`config.mk`:
```
export PLATFORM = sky130hd
export DESIGN_NAME = cmpx_ctrl
export DESIGN_NICKNAME = d
export VERILOG_FILES = /design/src/hw/cmpx_edge_detect.v /design/src/hw/cmpx_ctrl.v
export VERILOG_INCLUDE_DIRS = /design/src /design/src/hw
export SDC_FILE = /design/constraint.sdc
export NUM_CORES = 1
export LEC_CHECK = 0
export ABC_AREA = 0
export BUFFER_PORTS_ARGS = -buffer_cell sky130_fd_sc_hd__buf_2
export CAP_MARGIN = 20
export CORE_ASPECT_RATIO = 0.5
export CORE_MARGIN = 5
export CORE_UTILIZATION = 54
export DETAILED_ROUTE_END_ITERATION = 8
export PLACE_DENSITY_LB_ADDON = 0.3
export SLEW_MARGIN = 10
export SYNTH_ARGS = -nofsm -noshare
export SYNTH_HDL_FRONTEND = slang
export SYNTH_SLANG_ARGS = --single-unit
```
`constraint.sdc`:
```
create_clock -name clk -period 2.6 [get_ports clk]
set_input_delay 0 -clock clk [delete_from_list [all_inputs] [get_ports clk]]
set_output_delay 0 -clock clk [all_outputs]
set_load 0.01 [all_outputs]
```
`src/hw/cmpx_map.vh`:
```
// register offsets, field positions and reset values of the comparator control block
// assumes an 8-bit special function register bus with byte addresses
`ifndef CMPX_MAP_VH
`define CMPX_MAP_VH

`define CMPX_ADDR_CTRL      8'h9b
`define CMPX_ADDR_MODE      8'h9d
`define CMPX_ADDR_XIE       8'he6

`define CMPX_CTRL_RESET     8'h00
`define CMPX_MODE_RESET     8'h02
`define CMPX_XIE_RESET      8'h00

`define CMPX_CTRL_EN_BIT    7
`define CMPX_CTRL_OUT_BIT   6
`define CMPX_CTRL_RISE_BIT  5
`define CMPX_CTRL_FALL_BIT  4
`define CMPX_CTRL_HYP_HI    3
`define CMPX_CTRL_HYP_LO    2
`define CMPX_CTRL_HYN_HI    1
`define CMPX_CTRL_HYN_LO    0

`define CMPX_MODE_RIE_BIT   5
`define CMPX_MODE_FIE_BIT   4
`define CMPX_MODE_MD_HI     1
`define CMPX_MODE_MD_LO     0
`define CMPX_MODE_MASK      8'h33

`define CMPX_XIE_CMP_BIT    5
`define CMPX_XIE_RSVD_BIT   1

`endif

```
`src/hw/cmpx_edge_detect.v`:
```
// synchroniser and edge detector for the raw comparator result
// assumes the analog result is asynchronous to clk
module cmpx_edge_detect
(
  input  wire clk,
  input  wire rst,
  input  wire rawIn,
  output wire syncOut,
  output wire riseEv,
  output wire fallEv
);

  reg meta_r;
  reg sync_r;
  reg prev_r;

  // three flops, two of them the synchroniser: meta_r is read only by sync_r, prev_r holds the last sync_r
  always @(posedge clk)
  begin
    if (rst)
    begin
      meta_r <= 1'b0;
      sync_r <= 1'b0;
      prev_r <= 1'b0;
    end
    else
    begin
      meta_r <= rawIn;
      sync_r <= meta_r;
      prev_r <= sync_r;
    end
  end

  assign syncOut = sync_r;
  assign riseEv  = sync_r & ~prev_r; // see (RULE17)
  assign fallEv  = ~sync_r & prev_r; // see (RULE17)

endmodule

```
`src/hw/cmpx_ctrl.v`:
```
// comparator control and status logic with edge flags and interrupt request
// assumes a one-cycle special function register access from the processor core
//
// Notes on behaviour
// (RULE1) comparator runs while control bit 7 is one.
// (RULE2) disabled comparator: pin output low, analog power removed.
// (RULE3) control bit 6 reads the comparator result, read only.
// (RULE4) rising edge sets sticky flag bit 5 until software clears.
// (RULE5) falling edge sets sticky flag bit 4 until software clears.
// (RULE6) positive hysteresis code bits 3:2 drive the comparator.
// (RULE7) negative hysteresis code bits 1:0 drive the comparator.
// (RULE8) mode bit 5 enables the rising-edge interrupt.
// (RULE9) mode bit 4 enables the falling-edge interrupt.
// (RULE10) response mode bits 1:0, reset to 10, drive the comparator.
// (RULE11) mode bits 7:6 and 3:2 read zero, writes ignored.
// (RULE12) extended enable bit 5 gates all comparator interrupts.
// (RULE13) pin output offered synchronised or raw; raw works without clock.
// (RULE14) extended enable holds separate masks for the other sources.
// (RULE15) software writes zero to extended enable bit 1.
// (RULE16) result can be polled, raise interrupts and reach a pin.
// (RULE17) edges from synchronised result; set beats a clear.
// (RULE18) interrupt when group mask and an enabled flag are set.
`include "cmpx_map.vh"

module cmpx_ctrl
(
  input  wire       clk,
  input  wire       rst,
  input  wire [7:0] sfrAddr,
  input  wire       sfrWr,
  input  wire       sfrRd,
  input  wire [7:0] sfrWdata,
  output reg  [7:0] sfrRdata,
  input  wire       cmpRawResult,
  input  wire       pinSyncSel,
  output wire       cmpPinOut,
  output wire       cmpEnable,
  output wire       cmpPowerOn,
  output wire [1:0] cmpPosHysteresis,
  output wire [1:0] cmpNegHysteresis,
  output wire [1:0] cmpResponseMode,
  output wire       cmpIrq,
  output wire       timerThreeIrqMask,
  output wire       secondCmpIrqMask,
  output wire       counterArrayIrqMask,
  output wire       conversionDoneIrqMask,
  output wire       windowCompareIrqMask,
  output wire       twoWireIrqMask
);

  ////////////////////////////////////////////////////////////////////////////
  // register state

  reg       enable_r;
  reg       riseFlag_r;
  reg       fallFlag_r;
  reg [1:0] posHyst_r;
  reg [1:0] negHyst_r;
  reg       riseIe_r;
  reg       fallIe_r;
  reg [1:0] respMode_r;
  reg [7:0] xie_r;

  reg       riseFlag_nxt;
  reg       fallFlag_nxt;

  wire syncResult;
  wire riseEv;
  wire fallEv;

  // one byte-address compare shared by the write decode and the read decode
  function addrHit;
    input [7:0] addr;
    input [7:0] match;
    begin
      addrHit = (addr == match);
    end
  endfunction

  wire wrCtrl = sfrWr && addrHit(sfrAddr, `CMPX_ADDR_CTRL);
  wire wrMode = sfrWr && addrHit(sfrAddr, `CMPX_ADDR_MODE);
  wire wrXie  = sfrWr && addrHit(sfrAddr, `CMPX_ADDR_XIE);

  ////////////////////////////////////////////////////////////////////////////
  // result synchroniser and edge detector

  cmpx_edge_detect uEdge
  (
    .clk     (clk),
    .rst     (rst),
    .rawIn   (cmpRawResult),
    .syncOut (syncResult),
    .riseEv  (riseEv),
    .fallEv  (fallEv)
  );

  ////////////////////////////////////////////////////////////////////////////
  // sticky flags: an edge in the clearing cycle wins

  always @*
  begin
    riseFlag_nxt = riseFlag_r;
    fallFlag_nxt = fallFlag_r;
    if (wrCtrl)
    begin
      riseFlag_nxt = sfrWdata[`CMPX_CTRL_RISE_BIT];
      fallFlag_nxt = sfrWdata[`CMPX_CTRL_FALL_BIT];
    end
    // edges only count while enabled; power-down glitches still in the synchroniser when enable sets can still leave a flag
    if (enable_r && riseEv)
      riseFlag_nxt = 1'b1; // see (RULE4) see (RULE17)
    if (enable_r && fallEv)
      fallFlag_nxt = 1'b1; // see (RULE5) see (RULE17)
  end

  ////////////////////////////////////////////////////////////////////////////
  // register writes

  always @(posedge clk)
  begin
    if (rst)
    begin
      enable_r   <= 1'b0;
      riseFlag_r <= 1'b0;
      fallFlag_r <= 1'b0;
      posHyst_r  <= 2'h0;
      negHyst_r  <= 2'h0;
      riseIe_r   <= 1'b0;
      fallIe_r   <= 1'b0;
      respMode_r <= 2'h2; // see (RULE10)
      xie_r      <= `CMPX_XIE_RESET;
    end
    else
    begin
      riseFlag_r <= riseFlag_nxt;
      fallFlag_r <= fallFlag_nxt;
      if (wrCtrl)
      begin
        enable_r  <= sfrWdata[`CMPX_CTRL_EN_BIT]; // see (RULE1)
        posHyst_r <= sfrWdata[`CMPX_CTRL_HYP_HI:`CMPX_CTRL_HYP_LO]; // see (RULE6)
        negHyst_r <= sfrWdata[`CMPX_CTRL_HYN_HI:`CMPX_CTRL_HYN_LO]; // see (RULE7)
      end
      if (wrMode)
      begin
        riseIe_r   <= sfrWdata[`CMPX_MODE_RIE_BIT]; // see (RULE8)
        fallIe_r   <= sfrWdata[`CMPX_MODE_FIE_BIT]; // see (RULE9)
        respMode_r <= sfrWdata[`CMPX_MODE_MD_HI:`CMPX_MODE_MD_LO]; // see (RULE10) see (RULE11)
      end
      // bit 1 is stored as written; software is expected to keep it zero
      if (wrXie)
        xie_r <= sfrWdata; // see (RULE14) see (RULE15)
    end
  end

  ////////////////////////////////////////////////////////////////////////////
  // read data, registered on the read strobe and held until the next read

  wire       resultBit = enable_r & syncResult;
  wire [7:0] ctrlView  = {enable_r, resultBit, riseFlag_r, fallFlag_r, posHyst_r, negHyst_r}; // see (RULE3) see (RULE16)
  wire [7:0] modeView  = {2'h0, riseIe_r, fallIe_r, 2'h0, respMode_r} & `CMPX_MODE_MASK; // see (RULE11)

  always @(posedge clk)
  begin
    if (rst)
      sfrRdata <= 8'h00;
    else if (sfrRd)
    begin
      if (addrHit(sfrAddr, `CMPX_ADDR_CTRL))
        sfrRdata <= ctrlView;
      else if (addrHit(sfrAddr, `CMPX_ADDR_MODE))
        sfrRdata <= modeView;
      else if (addrHit(sfrAddr, `CMPX_ADDR_XIE))
        sfrRdata <= xie_r;
      else
        sfrRdata <= 8'h00;
    end
  end

  ////////////////////////////////////////////////////////////////////////////
  // analog controls, pin output and interrupt

  assign cmpEnable        = enable_r; // see (RULE1)
  assign cmpPowerOn       = enable_r; // see (RULE2)
  assign cmpPosHysteresis = posHyst_r;
  assign cmpNegHysteresis = negHyst_r;
  assign cmpResponseMode  = respMode_r;

  // raw path has no flop so it still follows the comparator with clk stopped
  assign cmpPinOut = enable_r & (pinSyncSel ? syncResult : cmpRawResult); // see (RULE2) see (RULE13)

  assign cmpIrq = xie_r[`CMPX_XIE_CMP_BIT] &
                  ((riseFlag_r & riseIe_r) | (fallFlag_r & fallIe_r)); // see (RULE12) see (RULE18)

  assign timerThreeIrqMask     = xie_r[7];
  assign secondCmpIrqMask      = xie_r[6];
  assign counterArrayIrqMask   = xie_r[4];
  assign conversionDoneIrqMask = xie_r[3];
  assign windowCompareIrqMask  = xie_r[2];
  assign twoWireIrqMask        = xie_r[0];

endmodule

```
# == Word level (Yosys, flattened, before mapping) ==
# Index checks and enable logic that the tools add are counted.
# Widths: inputs -> output; s select.
# totals
reg_bits,30
mem_count,0
latchBits,0
rom_bits,0
ram_bits,0
word_cells,41
# op_classes
n_shift,0
mux,8
order_cmp,0
div,0
reduce_logical,7
bitwise_logic,10
add_sub_neg,0
eq_ne,3
multipliers,0
# op_table
operator,n
$eq 8x8->1 const B,3
$mux 8,3
$and 1x1->1,7
$logic_and 1x1->1,5
$mux 1,5
$reduce_bool 2->1,2
$not 1->1,2
$or 1x1->1,1

# == Longest topological paths before layout ==
# depth
ltp_word,4
mapped_depth,5

# == Modules after synthesis ==
# A second synthesis with hierarchy kept.
# unflattened
cells_unflattened,172
area_unflattened_um2,1556.5
# by_module_without_submodules
mod,instances,cells_per_inst,area_each_um2
cmpx_ctrl,1,164,1465.2
cmpx_edge_detect,1,8,91.3

# == Least setup slack after synthesis ==
# OpenSTA, ideal clock, no wires.
# synth_timing
path_kind,input port to flip-flop
from,input port sfrAddr[6]
to,register sfrRdata[6]
setup_time_ps,88
path_slack_ps,1692
required_ps,2512
arrival_ps,820
path_stages,5
path_buffers,2
path_cell_list,and4b_1 > buf_4 > buf_6 > nand4_2 > a311oi_2
# synth_between
elab_chain_cells,4
# synth_rtl
element,line_no,text
start: declaration,cmpx_ctrl.v:29,"input wire [7:0] sfrAddr,"
$eq 8x8->1,cmpx_ctrl.v:76,addrHit = (addr == match);
$mux 8,cmpx_ctrl.v:172,"else if (addrHit(sfrAddr, `CMPX_ADDR_XIE))"
$mux 8,cmpx_ctrl.v:170,"else if (addrHit(sfrAddr, `CMPX_ADDR_MODE))"
$mux 8 *,cmpx_ctrl.v:168,"if (addrHit(sfrAddr, `CMPX_ADDR_CTRL))"
end signal: assignment,cmpx_ctrl.v:169,sfrRdata <= ctrlView;
end signal: assignment,cmpx_ctrl.v:171,sfrRdata <= modeView;
end signal: assignment,cmpx_ctrl.v:173,sfrRdata <= xie_r;
end: declaration,cmpx_ctrl.v:33,"output reg [7:0] sfrRdata,"
# Mark *: on every way between the ends. The rest lies on a longest branch, timed or not.
# A chain may end at the register's enable or synchronous reset.

# == Worst setup path after layout ==
# layout_timing
from,register enable_r (netlist: cmpEnable)
to,output port cmpPinOut
# layout_between
elab_chain_cells,1
# layout_rtl
element,line_no,text
start: declaration,cmpx_ctrl.v:54,reg enable_r;
start signal: assignment,cmpx_ctrl.v:139,enable_r <= sfrWdata[`CMPX_CTRL_EN_BIT];
$and 1x1->1,cmpx_ctrl.v:189,assign cmpPinOut = enable_r & (pinSyncSel ? syncResult : cmpRawResult);
end: declaration,cmpx_ctrl.v:36,"output wire cmpPinOut,"
# No other way between the ends.

==> impl_metrics.py <==
metrics = {
    "place": {
        "port_buffers": 45,
        "dp_hpwl_microns": 2680,
        "dpl.cell_count": 234,
        "place.gp.congestion": 0.763,
        "place_ws_ns": 1.35,
        "placed_cell_area_sq_mm": 0.00167,
    },
    "setup_path": {
        "max_stage_delay_ns": 0.46,
        "timing.rr.end": "cmpEnable$_SDFFE_PP0P_",
        "ff2ff_setup_slack_ns": 1.63,
        "cp_cell_sequence": "inv_1 > nor2_1 > buf_2",
        "critPathLaunchType": "register",
        "r2r_cells": 3,
        "end_kind": "output pin",
        "cp.required_ns": 2.60,
        "worst_path_max_delay_cell": "dfxtp_1",
        "crit_arrival_ns": 1.07,
        "path_max_fanout": 7,
        "r2r-start": "cmpEnable$_SDFFE_PP0P_",
        "criticalPathCategory": "reg -> out",
    },
    "logic_synthesis": {
        "synth_simple_gate_area_share_pct": 24.1,
        "netlist_instances": 171,
        "synth_top_cell_area_share_pct": 39.5,
        "synth_compound_area_share_pct": 24.4,
        "yosys_warnings": 0,
        "yosys-top-cells-area": "dfxtp_1, nand4_1, a31o_2",
        "synth.cell_area_sq_mm": 0.00152,
        "synthDistinctLibCells": 28,
        "synth_area_per_cell_sq_um": 8.88,
        "yosysSeqAreaShare_pct": 39.5,
        "synth-adder-area-share_pct": 0,
        "synth_top_family_by_area": "compound AO/OA/AOI/OAI gates",
        "synth_xor_area_share_pct": 0,
        "syn_nets": 193,
        "synth.ff_latch_count": 30,
        "synth_top_area_cell": "dfxtp_1",
        "muxShareOfSynthArea_pct": 0.659,
    },
    "cells_and_area": {
        "n_antenna_cell": 0,
        "final-seq-area_sq_um": 601,
        "final_cell_mix": "buf_2, dfxtp_1, nand4_1, a21oi_1, nand3_1",
        "n_fill_cell": 219,
        "nNetsFinal": 233,
        "areaGrowthSynthToFinish_pct": 20.6,
        "drive_gt1_share_pct": 32.5,
        "fin_area_sq_mm": 0.00183,
        "multi_input_area_sq_um": 746,
        "final_util_pct": 69.5,
        "final_common_cell": "buf_2",
        "final_cells": 249,
    },
    "global_routing": {
        "antenna_found_initial": 0,
        "grt_usage_pct": 21.0,
        "grt_pass1_wl_microns": 6540,
        "grt-ovfl-total": 0,
        "grt_start_max_net_pins": 35,
        "first_global_vias": 1379,
    },
    "detailed_routing": {
        "wire_per_inst_microns": 16.6,
        "vias_per_cell": 5.95,
        "drtAntennaViolNets": 0,
        "drc": 0,
        "first_iter_violations": 103,
        "routed_wl_microns": 4130,
        "vias": 1482,
        "drtPass1Iterations": 4,
    },
    "power": {
        "vdd_drop_max_mv": 0.235,
        "powerDensity_mw_per_mm2": 521,
        "p_leak_nw": 0.695,
    },
    "clock_network": {
        "post_cts_buffers": 0,
        "clock_latency_ns": 0.28,
        "cts_root_buffer": "clkbuf_8",
        "numCtsBuffers": 5,
        "clockBufferDepth": 2,
        "clk_pin_slew_ns": 0.06,
        "cts_tree": "built",
        "clock-sinks": 30,
        "h-tree-depth": 2,
    },
    "worst_hold_path": {
        "hold_start": "sfrWdata[5]",
        "holdPathStages": 3,
        "min_to": "xie_r[5]$_SDFFE_PP0P_",
        "min_path_type": "in -> reg",
    },
    "sta": {
        "layout_setup_ws_ns": 1.53,
        "fin_tns_setup_ns": 0,
        "finalCritPeriodShare_pct": 41.3,
        "fmax_ghz": 0.932,
        "setup_violations": 0,
        "relSlewSlack_pct": 61.4,
        "tightest_slew_ns": 0.579,
        "finClkSkew_ns": 0.00444,
        "hold_viol": 0,
        "fin_crit_ns": 1.07,
        "rsz0062_at_grt": "no",
        "slew_viol_final": 0,
    },
    "die": {
        "die_y_microns": 47.5,
        "dieArea_sq_mm": 0.00404,
        "io-pin-count": 46,
        "num_rows": 13,
        "core_area_sq_mm": 0.00264,
        "die_x_microns": 85.0,
        "initial_utilization_pct": 57.6,
    },
    "status": {
        "status": "finished, final reports clean",
    },
    "job": {
        "cap_violations": 0,
    },
}
[registers in the layout, summed over array words and instances (netlist names)]
register          flops
cmpEnable             1
uEdge.prev_r          1
fallFlag_r            1
uEdge.meta_r          1
cmpResponseMode       2
sfrRdata              8
cmpPosHysteresis      2
riseFlag_r            1
fallIe_r              1
xie_r                 8
riseIe_r              1
cmpNegHysteresis      2
uEdge.syncOut         1
[what timing repair did]
item / in CTS / in global routing
hold endpoints to repair: 9 / 0
hold buffers: 7 / 0
gates resized for setup: 0 / 0
[cell type report]
type                            instances  area share, %
Inverter                               12           2.46
Clock buffer                            7           4.71
Sequential cell                        30           32.8
Timing Repair Buffer                   53           16.5
Multi-Input combinational cell        109           40.7
Tap cell                               37           2.53
Clock inverter                          1          0.273
[worst max-delay path, delay by kind of cell, from the launching register on]
family | cells | cell delay (ns)
buffers and inverters | 2 | 0.23
and+or+nand+nor | 1 | 0.10
DFF | 1 | 0.46
[stage by stage]
step	hold WS [ns]	total power, mW
finish	0.00587	0.955
global route	0.0249	0.989
CTS	0.00392	0.957
detailed placement	0.237	0.567
global placement	0.233	0.565
floorplan	0.128	0.535
[report_power, final]
| group | switching (mW) | internal, mW | total [mW] |
|---|---|---|---|
| sequential | 0.00510 | 0.468 | 0.473 |
| clock | 0.174 | 0.213 | 0.388 |
| combinational | 0.0581 | 0.0365 | 0.0946 |
[cell usage after synthesis]
library cell,count
clkbuf_1,6
nand4b_1,1
nand4_1,18
and4_1,1
buf_2,3
nand4_2,1
a21oi_1,16
nand3b_1,2
nor2b_1,4
inv_1,12
a211o_1,1
a31o_2,10
a311oi_1,5
buf_1,1
nand4bb_1,1
buf_6,3
nand3_1,16
nor2_1,9
o31ai_1,8
and4bb_2,2
buf_4,7
a22oi_1,1
dfxtp_1,30
and4bb_1,1
and4b_1,2
mux2i_1,1
a31oi_1,6
a311oi_2,3
[per-layer routing]
layer	vias up	share of wire, %	global-route usage [%]
met2	78	45	34.6
met1	667	44	27.5
met4	0	1.4	6.62
li1	731	-	-
met5	-	0	0
met3	6	9.2	6.01
[worst max path at each step]
stage	start	depth (start not counted)	endpoint
2_1_floorplan	sfrAddr[6]	5	sfrRdata[6]$_SDFFE_PP0P_
3_3_place_gp	sfrAddr[5]	4	sfrRdata[6]$_SDFFE_PP0P_
3_5_place_dp	sfrAddr[4]	4	sfrRdata[7]$_SDFFE_PP0P_
4_1_cts	cmpEnable$_SDFFE_PP0P_	3	cmpPinOut
5_1_grt	cmpEnable$_SDFFE_PP0P_	3	cmpPinOut
6_report	cmpEnable$_SDFFE_PP0P_	3	cmpPinOut
[cells by family (layout without fill, tap and decap cells)]
kind of cell,after synthesis,count (layout)
AND/OR/NAND/NOR,58,58
AO/OA/AOI/OAI,50,50
multiplexers,1,1
flip-flops,30,30
buffers and inverters,32,73
(Power assumes the default switching activity.)
